### src/hw/fsv_map.vh
`ifndef FSV_MAP_VH
`define FSV_MAP_VH

// ----------------------------------------
// command codes seen on the serial link
// ----------------------------------------
`define FSV_CMD_RD_SEG     8'hC8
`define FSV_CMD_WR_SEG     8'hC5
`define FSV_CMD_RD_EVCR    8'h65
`define FSV_CMD_WR_EVCR    8'h61

// ----------------------------------------
// segment-extension register layout
// ----------------------------------------
`define FSV_SEG_LSB        0
`define FSV_SEG_MSB        1
`define FSV_SEG_LOWER      2'h0
`define FSV_SEG_UPPER      2'h3

// ----------------------------------------
// enhanced volatile configuration layout
// ----------------------------------------
`define FSV_EVCR_QUAD_BIT  7
`define FSV_EVCR_DUAL_BIT  6
`define FSV_EVCR_RSVD_BIT  5
`define FSV_EVCR_HOLD_BIT  4
`define FSV_EVCR_ACC_BIT   3
`define FSV_EVCR_DRV_LSB   0
`define FSV_EVCR_DRV_MSB   2
`define FSV_EVCR_RESET     8'hDF
`define FSV_DRV_RSVD_A     3'h0
`define FSV_DRV_RSVD_B     3'h4

// ----------------------------------------
// address map
// ----------------------------------------
`define FSV_DIE_BIT        25
`define FSV_SEG_ADDR_LSB   24

// ----------------------------------------
// timing counts, 50 ns clock
// ----------------------------------------
`define FSV_STRAP_WAIT     2'h3

`endif

### src/hw/fsv_regs.v
// Overview of operation
// - in 3-byte mode the top address byte comes from the segment register
// - segment register bits 1:0 pick one of four 128Mb segments
// - select 11 upper, 10 third, 01 second, 00 lower; default 00
// - program and erase with 3-byte addresses stay in the selected segment
// - 3-byte reads start in the selected segment and stay in its 256Mb die
// - after the last byte of the die a 3-byte read wraps to its first byte
// - segment register is untouched when a read crosses a segment boundary
// - segment select power-up value follows nonvolatile configuration bit 1
// - write-segment command updates the segment select field
// - in 4-byte mode the segment register is ignored, full address used
// - config bit 7 low enables quad protocol; default high, extended SPI
// - config bit 6 low enables dual protocol; default high
// - both bits 6 and 7 low gives quad, quad beats dual
// - protocol change applies right after the configuration write command
// - config bit 4 high enables hold/reset function; default enabled
// - config bit 3 low enables program acceleration; default disabled
// - both registers readable and writable in extended, dual and quad
// - new configuration governs behaviour as soon as the write completes
`include "fsv_map.vh"
`default_nettype none

module fsv_regs (
  input  wire        clk,            // system clock, 20 MHz
  input  wire        rst_b,          // async reset, active low
  input  wire        sclk,           // serial clock from host
  input  wire        cs_b,           // chip select from host, active low
  input  wire [3:0]  dq_in,          // data pins, input side
  output reg  [3:0]  dq_out,         // data pins, output side
  output reg  [3:0]  dq_oe_b,        // data pin drive enable, active low
  input  wire        nvcr_bit1,      // nonvolatile config bit 1 strap
  input  wire        addr4_mode,     // 4-byte address mode active
  input  wire        op_start,       // array operation begins, one cycle
  input  wire        op_is_read,     // operation kind, 1 read, 0 program/erase
  input  wire [31:0] op_addr,        // address as given with the command
  input  wire        op_advance,     // step to next byte, one cycle
  output reg  [31:0] mem_addr_reg,   // physical array address
  output reg  [7:0]  seg_ext_reg,    // segment-extension register
  output reg  [7:0]  evcr_reg        // enhanced volatile configuration
);

  // ----------------------------------------
  // link states and register targets
  // ----------------------------------------
  localparam ST_IDLE  = 3'h0;
  localparam ST_CMD   = 3'h1;
  localparam ST_WDATA = 3'h2;
  localparam ST_RDATA = 3'h3;
  localparam ST_DONE  = 3'h4;

  localparam TGT_SEG  = 1'b0;
  localparam TGT_EVCR = 1'b1;

  // ----------------------------------------
  // pin synchronisers
  // ----------------------------------------
  wire [5:0] pins_s;
  fsv_sync #(
    .WIDTH (6)
  ) u_sync (
    .clk   (clk),
    .rst_b (rst_b),
    .d     ({nvcr_bit1, sclk, dq_in}),
    .q     (pins_s)
  );

  wire [3:0] dq_s    = pins_s[3:0];
  wire       sclk_s  = pins_s[4];
  wire       strap_s = pins_s[5];

  // chip select gets its own pair so it idles high under reset
  reg cs_meta_reg;
  reg cs_sync_reg;
  always @(posedge clk or negedge rst_b) begin
    if (!rst_b) begin
      cs_meta_reg <= 1'b1;
      cs_sync_reg <= 1'b1;
    end else begin
      cs_meta_reg <= cs_b;
      cs_sync_reg <= cs_meta_reg;
    end
  end

  reg sclk_d_reg;
  reg cs_d_reg;
  always @(posedge clk or negedge rst_b) begin
    if (!rst_b) begin
      sclk_d_reg <= 1'b0;
      cs_d_reg   <= 1'b1;
    end else begin
      sclk_d_reg <= sclk_s;
      cs_d_reg   <= cs_sync_reg;
    end
  end

  wire sclk_rise = sclk_s & ~sclk_d_reg & ~cs_sync_reg;
  wire sclk_fall = ~sclk_s & sclk_d_reg & ~cs_sync_reg;
  wire cs_rise   = cs_sync_reg & ~cs_d_reg;

  // ----------------------------------------
  // protocol selection
  // ----------------------------------------
  // quad enable
  wire quad_on = ~evcr_reg[`FSV_EVCR_QUAD_BIT];
  wire dual_on = ~evcr_reg[`FSV_EVCR_DUAL_BIT] & ~quad_on;
  wire [3:0] lanes = quad_on ? 4'h4 : (dual_on ? 4'h2 : 4'h1);

  // ----------------------------------------
  // serial engine
  // ----------------------------------------
  reg [2:0] state_reg;
  reg [7:0] rx_reg;
  reg [3:0] rx_cnt_reg;
  reg [7:0] tx_reg;
  reg [3:0] tx_cnt_reg;
  reg       tgt_reg;
  reg       rd_tgt_reg;
  reg       pend_reg;
  reg [7:0] wr_byte_reg;

  reg [7:0] rx_next;
  reg [3:0] rx_cnt_next;
  always @* begin
    case (lanes)
      4'h4:    rx_next = {rx_reg[3:0], dq_s};
      4'h2:    rx_next = {rx_reg[5:0], dq_s[1], dq_s[0]};
      default: rx_next = {rx_reg[6:0], dq_s[0]};
    endcase
    rx_cnt_next = rx_cnt_reg + lanes;
  end
  wire byte_in = sclk_rise & (rx_cnt_next == 4'h8);

  // value streamed back; reserved bits already held at zero
  wire [7:0] rd_value = rd_tgt_reg ? evcr_reg : seg_ext_reg;

  always @(posedge clk or negedge rst_b) begin
    if (!rst_b) begin
      state_reg   <= ST_IDLE;
      rx_reg      <= 8'h00;
      rx_cnt_reg  <= 4'h0;
      tx_reg      <= 8'h00;
      tx_cnt_reg  <= 4'h0;
      tgt_reg     <= TGT_SEG;
      rd_tgt_reg  <= TGT_SEG;
      pend_reg    <= 1'b0;
      wr_byte_reg <= 8'h00;
      dq_out      <= 4'h0;
      dq_oe_b     <= 4'hF;
    end else if (cs_sync_reg) begin
      state_reg  <= ST_IDLE;
      rx_cnt_reg <= 4'h0;
      tx_cnt_reg <= 4'h0;
      pend_reg   <= 1'b0;
      dq_oe_b    <= 4'hF;
    end else begin
      if (state_reg == ST_IDLE) begin
        state_reg <= ST_CMD;
      end
      if (sclk_rise) begin
        rx_reg     <= rx_next;
        rx_cnt_reg <= byte_in ? 4'h0 : rx_cnt_next;
      end
      if (byte_in) begin
        case (state_reg)
          ST_CMD, ST_IDLE: begin
            case (rx_next)
              `FSV_CMD_RD_SEG: begin
                state_reg  <= ST_RDATA;
                rd_tgt_reg <= TGT_SEG;
              end
              `FSV_CMD_RD_EVCR: begin
                state_reg  <= ST_RDATA;
                rd_tgt_reg <= TGT_EVCR;
              end
              `FSV_CMD_WR_SEG: begin
                state_reg <= ST_WDATA;
                tgt_reg   <= TGT_SEG;
              end
              `FSV_CMD_WR_EVCR: begin
                state_reg <= ST_WDATA;
                tgt_reg   <= TGT_EVCR;
              end
              default: begin
                state_reg <= ST_DONE;
              end
            endcase
          end
          ST_WDATA: begin
            // later bytes in the frame are ignored
            wr_byte_reg <= rx_next;
            pend_reg    <= 1'b1;
            state_reg   <= ST_DONE;
          end
          default: begin
            state_reg <= state_reg;
          end
        endcase
      end
      // data leaves on the falling edge so the host samples it stable
      if (sclk_fall && state_reg == ST_RDATA) begin
        case (lanes)
          4'h4: begin
            dq_out  <= (tx_cnt_reg == 4'h0) ? rd_value[7:4] : tx_reg[7:4];
            dq_oe_b <= 4'h0;
          end
          4'h2: begin
            dq_out  <= (tx_cnt_reg == 4'h0) ? {2'h0, rd_value[7:6]}
                                            : {2'h0, tx_reg[7:6]};
            dq_oe_b <= 4'hC;
          end
          default: begin
            dq_out  <= (tx_cnt_reg == 4'h0) ? {2'h0, rd_value[7], 1'b0}
                                            : {2'h0, tx_reg[7], 1'b0};
            dq_oe_b <= 4'hD;
          end
        endcase
        if (tx_cnt_reg == 4'h0) begin
          tx_reg <= (lanes == 4'h4) ? {rd_value[3:0], 4'h0} :
                    (lanes == 4'h2) ? {rd_value[5:0], 2'h0} :
                                      {rd_value[6:0], 1'b0};
        end else begin
          tx_reg <= (lanes == 4'h4) ? {tx_reg[3:0], 4'h0} :
                    (lanes == 4'h2) ? {tx_reg[5:0], 2'h0} :
                                      {tx_reg[6:0], 1'b0};
        end
        // register value repeats while the host keeps clocking
        tx_cnt_reg <= ((tx_cnt_reg + lanes) == 4'h8) ? 4'h0
                                                     : tx_cnt_reg + lanes;
      end
    end
  end

  // ----------------------------------------
  // register bank
  // ----------------------------------------
  reg [1:0] strap_cnt_reg;
  wire      strap_take = (strap_cnt_reg == `FSV_STRAP_WAIT - 2'h1);
  wire      commit     = cs_rise & pend_reg;
  wire [2:0] drv_wr    = wr_byte_reg[`FSV_EVCR_DRV_MSB:`FSV_EVCR_DRV_LSB];
  wire      drv_rsvd   = (drv_wr == `FSV_DRV_RSVD_A) | (drv_wr == `FSV_DRV_RSVD_B);

  // strap waits for the synchroniser to fill before it is caught
  always @(posedge clk or negedge rst_b) begin
    if (!rst_b) begin
      strap_cnt_reg <= 2'h0;
    end else if (strap_cnt_reg != `FSV_STRAP_WAIT) begin
      strap_cnt_reg <= strap_cnt_reg + 2'h1;
    end
  end

  always @(posedge clk or negedge rst_b) begin
    if (!rst_b) begin
      seg_ext_reg <= {6'h00, `FSV_SEG_LOWER};
      evcr_reg    <= `FSV_EVCR_RESET;
    end else begin
      if (strap_take) begin
        seg_ext_reg <= {6'h00, (strap_s ? `FSV_SEG_LOWER : `FSV_SEG_UPPER)};
      end else if (commit && tgt_reg == TGT_SEG) begin
        seg_ext_reg <= {6'h00, wr_byte_reg[`FSV_SEG_MSB:`FSV_SEG_LSB]};
      end
      if (commit && tgt_reg == TGT_EVCR) begin
        evcr_reg[`FSV_EVCR_QUAD_BIT] <= wr_byte_reg[`FSV_EVCR_QUAD_BIT];
        evcr_reg[`FSV_EVCR_DUAL_BIT] <= wr_byte_reg[`FSV_EVCR_DUAL_BIT];
        evcr_reg[`FSV_EVCR_RSVD_BIT] <= 1'b0;
        evcr_reg[`FSV_EVCR_HOLD_BIT] <= wr_byte_reg[`FSV_EVCR_HOLD_BIT];
        evcr_reg[`FSV_EVCR_ACC_BIT]  <= wr_byte_reg[`FSV_EVCR_ACC_BIT];
        if (!drv_rsvd) begin
          evcr_reg[`FSV_EVCR_DRV_MSB:`FSV_EVCR_DRV_LSB] <= drv_wr;
        end
      end
    end
  end

  // ----------------------------------------
  // address path
  // ----------------------------------------
  reg        op4_reg;
  reg        op_rd_reg;
  reg [31:0] mem_addr_next;

  always @* begin
    mem_addr_next = mem_addr_reg;
    if (op_start) begin
      if (addr4_mode) begin
        mem_addr_next = op_addr;
      end else begin
        mem_addr_next = {6'h00, seg_ext_reg[`FSV_SEG_MSB:`FSV_SEG_LSB], op_addr[23:0]};
      end
    end else if (op_advance) begin
      if (op4_reg) begin
        mem_addr_next = mem_addr_reg + 32'h0000_0001;
      end else if (op_rd_reg) begin
        mem_addr_next = {mem_addr_reg[31:`FSV_DIE_BIT],
                         mem_addr_reg[`FSV_DIE_BIT-1:0] + 25'h000_0001};
      end else begin
        mem_addr_next = {mem_addr_reg[31:`FSV_SEG_ADDR_LSB],
                         mem_addr_reg[`FSV_SEG_ADDR_LSB-1:0] + 24'h00_0001};
      end
    end
  end

  always @(posedge clk or negedge rst_b) begin
    if (!rst_b) begin
      mem_addr_reg <= 32'h0000_0000;
      op4_reg      <= 1'b0;
      op_rd_reg    <= 1'b0;
    end else begin
      mem_addr_reg <= mem_addr_next;
      if (op_start) begin
        op4_reg   <= addr4_mode;
        op_rd_reg <= op_is_read;
      end
    end
  end

endmodule // fsv_regs

`default_nettype wire

### src/hw/fsv_sync.v
`default_nettype none

module fsv_sync #(
  parameter WIDTH = 6
) (
  input  wire             clk,    // system clock
  input  wire             rst_b,  // async reset, active low
  input  wire [WIDTH-1:0] d,      // asynchronous inputs
  output wire [WIDTH-1:0] q       // synchronised outputs
);

  genvar i;
  generate
    for (i = 0; i < WIDTH; i = i + 1) begin : g_bit
      reg meta_reg;
      reg sync_reg;
      // first stage feeds only the second stage
      always @(posedge clk or negedge rst_b) begin
        if (!rst_b) begin
          meta_reg <= 1'b0;
          sync_reg <= 1'b0;
        end else begin
          meta_reg <= d[i];
          sync_reg <= meta_reg;
        end
      end
      assign q[i] = sync_reg;
    end
  endgenerate

endmodule // fsv_sync

`default_nettype wire

### config.mk
export PLATFORM = sky130hd
export DESIGN_NAME = fsv_regs
export DESIGN_NICKNAME = d
export VERILOG_FILES = /design/src/hw/fsv_regs.v /design/src/hw/fsv_sync.v
export VERILOG_INCLUDE_DIRS = /design/src /design/src/hw
export SDC_FILE = /design/constraint.sdc
export NUM_CORES = 1
export LEC_CHECK = 0
export BUFFER_PORTS_ARGS = -buffer_cell sky130_fd_sc_hd__buf_2
export CORE_MARGIN = 2
export CORE_UTILIZATION = 58
export CTS_BUF_LIST = sky130_fd_sc_hd__clkbuf_2 sky130_fd_sc_hd__clkbuf_4 sky130_fd_sc_hd__clkbuf_8
export CTS_CLUSTER_DIAMETER = 60
export DETAILED_ROUTE_END_ITERATION = 12
export PLACE_DENSITY = 0.83
export SETUP_SLACK_MARGIN = 0.4
export SKIP_LAST_GASP = 1
export SLEW_MARGIN = 20
export SYNTH_ARGS = -nofsm -noshare
export SYNTH_HDL_FRONTEND = slang
export SYNTH_SLANG_ARGS = --single-unit
### constraint.sdc
create_clock -name clk -period 3.7 [get_ports clk]
set_input_delay 0.185 -clock clk [delete_from_list [all_inputs] [get_ports clk]]
set_output_delay 0.185 -clock clk [all_outputs]
set_load 0.02 [all_outputs]
==> results.toml, run 1 <==
[outcome]
status = "completed"

[yosys]
synth_area_leaders = "dfrtp_1 (41%), dfstp_2 (6.3%), nand2_1 (5.8%), mux2i_1 (4.4%), o21ai_0 (3.1%)"
synthesis.area_mm2 = 0.00546
ys_seq_area_share_pct = 47.5
synth.avg_cell_area_um2 = 10.0
yosys.cell_types.count = 71
synth_top_area_share_pct = 41.2
async_flop_share_pct = 100
yosys.area.top_type = "dfrtp_1"
synth-edff-count = 0
syn_inst = 546
synth_flop_cell = "dfrtp_1"
ys_warn_count = 0
synth.ff_latch_count = 103

[global_routing]
antenna_found_initial = 0
groute.usage.overall_pct = 25.6
grt-ovfl-total = 0
grt_pass1_vias = 4315
grt_max_degree = 84
grt_pass1_wl_um = 20800

[route]
wl_per_cell_um = 16.7
detail-route-antenna-nets = 0
vias_per_cell = 6.00
drt_iter0_drc = 291
dr.pass1.iters = 5
drt_wl_total_um = 12600
drc = 0
vias = 4523

[placement]
io_buffers = 93
dpl_cell_area_mm2 = 0.00597
place_hpwl_um = 9170
place_congestion = 0.837

[setup_path]
critPathLaunchType = "flip-flop"
crit_fanout = 13
worstPathArrival_ns = 3.40
reg2reg_from = "evcr_reg[7]$_DFFE_PN1P_"
cp-endpoint = "wr_byte_reg[0]$_DFFE_PN0P_"
crit_family = "flip-flops"
ff2ff_setup_slack_ns = 0.55
endpoint_kind = "flip-flop"
r2r-end = "wr_byte_reg[0]$_DFFE_PN0P_"
timing.critical_path.mode_cell = "inv_1"
critical_path_class = "flip-flop to flip-flop"
slowest_stage = "dfstp_2"
cp.required_ns = 3.95
cp_cell_sequence = "nand2_1 -> inv_1 -> ha_1 -> inv_1 -> fa_1 -> xnor2_2 -> and4bb_1 -> o2111ai_1 -> buf_4 -> mux2_2"
crit_path_max_incr_delay_ns = 0.71
cp.depth = 10
path_buf_inv = 3
critPathLaunch = "evcr_reg[7]$_DFFE_PN1P_"
reg2reg_depth = 10

[run]
maxCapViolCount = 0

[finish]
fin_area_mm2 = 0.00625
syn_to_final_growth_pct = 14.4
largest_reg_flops = 32
n_antenna_cell = 0
fin_nets = 693
drive_gt1_share_pct = 24.9

[sta]
setup-tns-final_ns = 0
hold_violations = 0
max_freq_ghz = 0.317
skew_ns = 0.0162
final.period_utilization_pct = 85.2
slew-limit-headroom_pct = 42.6
drv_slew = 0
rsz0062_at_grt = "no"
fin_crit_ns = 3.15
finalSetupViolCount = 0
worstMarginPinSlew_ns = 0.854

[clock_tree]
numCtsBuffers = 9
cts_tree = "done"
cts-root-buf = "clkbuf_8"
clock-sinks = 103
post_cts.repair.setup_buffers = 0
htreeDepth = 3
clk_pin_slew_worst_paths_ns = 0.11
cts_buffer_depth = 2
clkLatencyLatePin_ns = 0.36

[hold_path]
holdCritStartpoint = "op_addr[21]"
hold_depth = 3
min_path_type = "input pin to flip-flop"

[floorplan]
die-area_mm2 = 0.0102
core_mm2 = 0.00920
initial_core_util_pct = 59.4
rows = 35
die_h_um = 101
die_w_um = 101
ioPinCount = 101

[power_and_ir_drop]
p_leak_nw = 2.88
ir_drop_mv = 0.320
pwr_density_cell_mw_per_mm2 = 362
[synthesized netlist by cell type, types with 13 or more instances]
master,instances
o21ai_0,34
nor2_1,22
a21oi_1,17
nand3_1,22
dfrtp_1,90
inv_1,20
nand2_1,85
clkbuf_1,17
xnor2_1,15
dfstp_2,13
mux2i_1,24
nand4_1,13
[metrics by stage]
step	power (mW)	instances	setup WS, ns	hold WS [ns]	util [%]
floorplan	1.48	552	0.761	-0.111	-
global placement	1.59	730	0.700	0.290	64.9
detailed placement	1.61	730	0.525	0.295	64.9
CTS	2.28	753	0.503	0.0100	67.7
global route	2.38	754	0.421	0.0194	67.9
finish	2.26	754	0.549	0.0203	67.9
[cells by family (layout without fill, tap and decap cells)]
family | Yosys count | after routing | synth area share [%]
simple gates | 203 | 203 | 20.3
compound gates | 107 | 107 | 12.4
flops | 103 | 103 | 47.5
buf+inv | 53 | 144 | 4.53
mux | 42 | 42 | 8.45
xor+xnor | 26 | 26 | 4.17
fa+ha+maj | 11 | 11 | 2.61
other cells | 1 | 7 | 0.0686
[cell type report]
class	count	area, um^2
clock buffers	10	131
clock inverters	6	56.3
fillers	729	2950
inverters	21	78.8
multi-input cells	396	2650
flip-flops and latches	103	2590
well taps	111	139
repair buffers	107	597
[worst min-delay path by stage]
| stage | endpoint |
|---|---|
| 6_report | mem_addr_reg[21]$_DFFE_PN0P_ |
| 2_1_floorplan | dq_out[0]$_DFFE_PN0P_ |
| 3_5_place_dp | u_sync.g_bit[3].meta_reg$_DFF_PN0_ |
| 3_3_place_gp | cs_meta_reg$_DFF_PN1_ |
| 5_1_grt | mem_addr_reg[19]$_DFFE_PN0P_ |
| 4_1_cts | mem_addr_reg[19]$_DFFE_PN0P_ |
[tightest hold or removal path: cells and delay by family]
kind / cells / cell delay (ns)
AO/OA/AOI/OAI: 1 / 0.05
buffers and inverters: 1 / 0.07
AND/OR/NAND/NOR: 1 / 0.04
[per-layer routing]
metal | global-route usage [%] | routed length, um | part of all wire [%] | vias up
li1 | - | - | - | 2126
met1 | 35.0 | 5340 | 42 | 2149
met2 | 40.9 | 6230 | 49 | 211
met3 | 4.44 | 716 | 5.7 | 37
met4 | 9.67 | 326 | 2.6 | 0
met5 | 0 | 0 | 0 | -
[cells in the final DEF (no fill, tap or decap), types with 5 or more instances in the layout]
cell	count
o21ai_1	12
and4_1	7
buf_4	6
nand4_1	13
ha_1	9
mux2_2	12
dlygate4sd3_1	8
nand2_1	85
xnor2_1	14
a31oi_1	5
xor2_1	11
clkbuf_8	9
dfrtp_1	90
conb_1	7
nor2b_1	5
buf_2	92
and3_1	8
nor3_1	9
dfstp_2	13
nand3_1	22
inv_1	20
mux2i_1	24
a211oi_1	8
o21ai_0	34
mux2_4	5
nor2_1	22
a21oi_1	17
[report_power, final]
part / switching [mW] / total (mW) / internal, mW
clock: 0.397 / 0.663 / 0.265
combinational: 0.200 / 0.326 / 0.126
sequential: 0.0828 / 1.28 / 1.19
total: 0.680 / 2.26 / 1.58
[what timing repair did]
item                                    CTS  global route
hold endpoints to repair                  7            72
resized for setup                         0             1
hold buffers                              7             1
endpoints found under the setup margin    0             5
Note: power is estimated with default switching activity, not from simulation.
==> run 2: changes to the inputs <==
- CELL_PAD_IN_SITES_DETAIL_PLACEMENT: unset -> 1
- CELL_PAD_IN_SITES_GLOBAL_PLACEMENT: unset -> 1
- CORE_UTILIZATION: 58 -> 45
- MAX_ROUTING_LAYER: unset -> met4
- PLACE_DENSITY: 0.83 -> unset
- PLACE_DENSITY_LB_ADDON: unset -> 0.1
==> results.toml, run 2 (synthesized netlist as in run 1, its figures left out) <==
[placement]
io_buffers = 93
place_congestion = 0.850
dpl_cell_area_mm2 = 0.00602
place_hpwl_um = 10300

[power_and_ir_drop]
ir_drop_mv = 0.172
power.total_mw = 2.33
p_leak_nw = 2.90
pwr_density_cell_mw_per_mm2 = 368

[clock_tree]
clock-sinks = 103
cts_tree = "done"
cts-root-buf = "clkbuf_8"
numCtsBuffers = 9
clkLatencyLatePin_ns = 0.38
clk_pin_slew_worst_paths_ns = 0.11
htreeDepth = 3
cts_buffer_depth = 2

[route]
drc = 0
dr.pass1.iters = 4
dr.max_layer_used = "met4"
detail-route-antenna-nets = 0
vias = 4386
wl_met2_um = 6630
wl_met1_um = 6570
drt_wl_total_um = 13700
routed-wl-met3_um = 368
wl_per_cell_um = 17.3
vias_per_cell = 5.52
drt_iter0_drc = 227

[sta]
slew-limit-headroom_pct = 53.2
skew_ns = 0.0161
finalSetupViolCount = 0
max_freq_ghz = 0.342
worstMarginPinSlew_ns = 0.695
final.period_utilization_pct = 79.1
fin_crit_ns = 2.93
drv_slew = 0
setup-tns-final_ns = 0
worst_hold_slack_ns = 0.0152
rsz0062_at_grt = "no"
hold_violations = 0

[floorplan]
initial_core_util_pct = 45.9
core_mm2 = 0.0119
ioPinCount = 101
die-area_mm2 = 0.0130
rows = 40
die_w_um = 114
die_h_um = 114

[finish]
syn_to_final_growth_pct = 16.1
n_antenna_cell = 0
fin_area_mm2 = 0.00634
post-route-util_pct = 53.3
drive_gt1_share_pct = 25.0
final_cell_mix = "buf_2 (92), dfrtp_1 (90), nand2_1 (85)"
largest_reg_flops = 32
final_common_cell = "buf_2"
fin_nets = 697

[hold_path]
min_path_type = "input pin to flip-flop"

[setup_path]
crit_fanout = 11
critical_path_class = "flip-flop to flip-flop"
ff2ff_setup_slack_ns = 0.77
endpoint_kind = "flip-flop"
critPathLaunchType = "flip-flop"
worstPathArrival_ns = 3.18
cp.required_ns = 3.95

[global_routing]
groute.usage.overall_pct = 23.0
grt-ovfl-total = 0
grt_pass1_wl_um = 23100
grt_max_degree = 60
antenna_found_initial = 0
grt_pass1_vias = 4537

[outcome]
status = "completed"

[run]
maxCapViolCount = 0
[run 2: cell types whose count changed in the layout (fill, tap and decap cells not counted), moves of 2 or more]
cell	delta
buf_4	+3
inv_8	-2
clkinvlp_4	+2
dlygate4sd3_1	+2
[run 2: report_power, final]
| group | switching, mW | internal, mW | leakage [nW] |
|---|---|---|---|
| combinational | 0.199 | 0.128 | 1.54 |
| clock | 0.400 | 0.333 | 0.0947 |
| sequential | 0.0806 | 1.19 | 1.27 |
[run 2: cell type report]
type                    instances  area [um^2]
multi-input cells             396         2650
fillers                      1393         5570
clock buffers                  10          138
inverters                      21         78.8
clock inverters                 6         70.1
flip-flops and latches        103         2590
repair buffers                111          628
well taps                     147          184
[run 2: worst paths after layout]
| check | start | to | cells past startpoint |
|---|---|---|---|
| max in group asynchronous | rst_b | cs_meta_reg$_DFF_PN1_ | 3 |
| worst min register to register | u_sync.g_bit[3].meta_reg$_DFF_PN0_ | u_sync.g_bit[3].sync_reg$_DFF_PN0_ | 0 |
| worst max register to register | evcr_reg[7]$_DFFE_PN1P_ | wr_byte_reg[0]$_DFFE_PN0P_ | 10 |
| worst max-delay path | evcr_reg[7]$_DFFE_PN1P_ | wr_byte_reg[0]$_DFFE_PN0P_ | 10 |
| worst min-delay path | op_addr[5] | mem_addr_reg[5]$_DFFE_PN0P_ | 3 |
| min in group asynchronous | rst_b | dq_out[0]$_DFFE_PN0P_ | 2 |
[run 2: through the flow]
| step | setup slack, ns | std cells |
|---|---|---|
| after floorplan | 0.761 | 552 |
| after global placement | 0.635 | 767 |
| after detailed placement | 0.487 | 767 |
| after CTS | 0.452 | 793 |
| after global routing | 0.564 | 794 |
| final | 0.772 | 794 |
[run 2: worst max-delay path: stages (launching register included)]
cell and delay [ns]:
dfstp_2 0.55, nand2_1 0.15, inv_1 0.13, ha_1 0.18, inv_1 0.06, fa_1 0.41
xnor2_2 0.31, and4bb_1 0.28, o2111ai_1 0.19, buf_4 0.22, mux2_2 0.35
[run 2: per-layer routing]
metal / track usage, % / up-vias
met3: 3.39 / 11
met2: 35.6 / 78
met4: 7.32 / 0
met1: 31.4 / 2170
li1: - / 2127
met5: - / -
[run 2: repair_timing]
item | 4_1_cts | 5_1_grt
hold buffers | 10 | 0
setup buffers | 0 | 1
endpoints found under the setup margin | 0 | 6
endpoints found under the hold margin | 44 | 0
resized for setup | 0 | 1
==> run 3: changes to the inputs <==
- CORE_UTILIZATION: 45 -> 40
- clock period: 3.7 -> 2.5 ns (I/O delays scaled with it)
==> results.toml, run 3 (synthesized netlist as in run 1, its figures left out) <==
[sta]
drv_slew = 0
finalSetupViolCount = 13
max_freq_ghz = 0.371
fin_ws_ns = -0.192
worst_hold_slack_ns = 0.0191
rsz0062_at_grt = "yes"
hold_violations = 0
skew_ns = 0.0146
final.period_utilization_pct = 108
setup-tns-final_ns = -1.83
slew-limit-headroom_pct = 57.6
worstMarginPinSlew_ns = 0.635
fin_crit_ns = 2.69

[finish]
drive_gt1_share_pct = 32.3
stdcell_count = 885
nFillCells = 1500
multi_input_area_mm2 = 0.00288
fin_nets = 759
syn_to_final_growth_pct = 32.3
largest_reg_flops = 32
final_common_cell = "buf_2"
seqCellArea_mm2 = 0.00259
n_antenna_cell = 0
final_cell_mix = "buf_2 (92), dfrtp_1 (89), nand2_1 (81)"

[route]
wl_per_cell_um = 17.4
vias = 4722
drt_wl_total_um = 15400
drc = 0
detail-route-antenna-nets = 0
vias_per_cell = 5.34
drt_iter0_drc = 197
dr.pass1.iters = 4

[floorplan]
core_mm2 = 0.0133
initial_core_util_pct = 41.1
ioPinCount = 101
rows = 42
die_h_um = 121
die-area_mm2 = 0.0146
die_w_um = 121

[power_and_ir_drop]
p_int_mw = 2.70
seqPwrFrac_pct = 50.5
p_clk_share_pct = 34.6
pwr-share-comb_pct = 15.0
p_leak_nw = 3.26
switching_share_pct = 28.0
ir_drop_mv = 0.337
pwr_density_cell_mw_per_mm2 = 518
power_switching_mw = 1.05

[clock_tree]
htreeDepth = 3
cts_tree = "done"
cts-root-buf = "clkbuf_8"
clock-sinks = 103
numCtsBuffers = 9
clk_pin_slew_worst_paths_ns = 0.11
cts_buffer_depth = 2
clkLatencyLatePin_ns = 0.39

[setup_path]
endpoint_kind = "flip-flop"
worstPathArrival_ns = 2.97
crit_fanout = 5
critPathLaunchType = "flip-flop"
cp.required_ns = 2.78
critical_path_class = "flip-flop to flip-flop"

[outcome]
violations = "negative setup slack"
status = "finished, violations left"

[placement]
place_hpwl_um = 10500
io_buffers = 93
placedCellCount = 813
place_congestion = 0.853
post-place-ws_ns = -0.265

[global_routing]
grt_pass1_wl_um = 24600
antenna_found_initial = 0
groute.usage.overall_pct = 21.9
grt_pass1_vias = 4824
grt-ovfl-total = 0
grt_max_degree = 76

[run]
maxCapViolCount = 0

[hold_path]
min_path_type = "input pin to flip-flop"
[run 3: area by class of cell]
cell class                 count  area share, %
multi-input combinational    396           39.9
sequential                   103           35.9
timing repair buffer         173           16.6
tap                          176           3.05
clock buffer                  10           1.90
clock inverter                 6           1.49
inverter                      21           1.21
[run 3: metrics by stage]
stage | util, % | power [mW] | area (um^2)
finish | 54.4 | 3.75 | 7230
global route | 54.4 | 3.93 | 7230
CTS | 52.8 | 3.77 | 7020
detailed placement | 47.3 | 2.41 | 6290
global placement | 47.3 | 2.40 | 6290
floorplan | - | 2.19 | 5600
[run 3: power groups by stage]
stage          clock (mW)  sequential [mW]  combinational, mW
2_1_floorplan           0             1.95              0.242
3_3_place_gp            0             1.91              0.484
3_5_place_dp            0             1.92              0.496
4_1_cts              1.34             1.89              0.549
5_1_grt              1.40             1.91              0.618
6_report             1.29             1.89              0.562
[run 3: timing repair]
| item | in CTS | in global routing |
|---|---|---|
| buffers inserted | 5 | 13 |
| gates resized for setup | 14 | 24 |
| endpoints found under the hold margin | 65 | 0 |
| setup endpoints to repair | 15 | 23 |
| hold buffers | 38 | 0 |
| pin swaps | 7 | 16 |
[run 3: worst paths after layout]
path | start | to | slack (ns) | depth (start not counted)
worst max-delay path | evcr_reg[7]$_DFFE_PN1P_ | wr_byte_reg[2]$_DFFE_PN0P_ | -0.19 | 11
worst min-delay path | op_addr[30] | mem_addr_reg[30]$_DFFE_PN0P_ | 0.02 | 3
worst max register to register | evcr_reg[7]$_DFFE_PN1P_ | wr_byte_reg[2]$_DFFE_PN0P_ | -0.19 | 11
worst min register to register | u_sync.g_bit[4].meta_reg$_DFF_PN0_ | u_sync.g_bit[4].sync_reg$_DFF_PN0_ | 0.35 | 0
max in group asynchronous | rst_b | cs_d_reg$_DFF_PN1_ | 1.52 | 3
min in group asynchronous | rst_b | tx_cnt_reg[0]$_DFFE_PN0P_ | 0.21 | 2
[run 3: critical path, cell delays in order (launching register included)]
cell	delay [ns]
dfstp_2	0.58
nand2_4	0.07
inv_4	0.06
ha_4	0.13
inv_2	0.04
fa_2	0.40
xnor2_4	0.17
buf_6	0.13
a2111oi_4	0.29
buf_4	0.18
o2111ai_4	0.20
mux2_4	0.35
[run 3: per-layer routing]
layer,share of wire (%),wire length [um],track usage (%)
met1,46,7030,28.4
met2,49,7530,35.3
met3,3.2,489,3.38
met4,2.0,308,7.19
met5,0,0,-
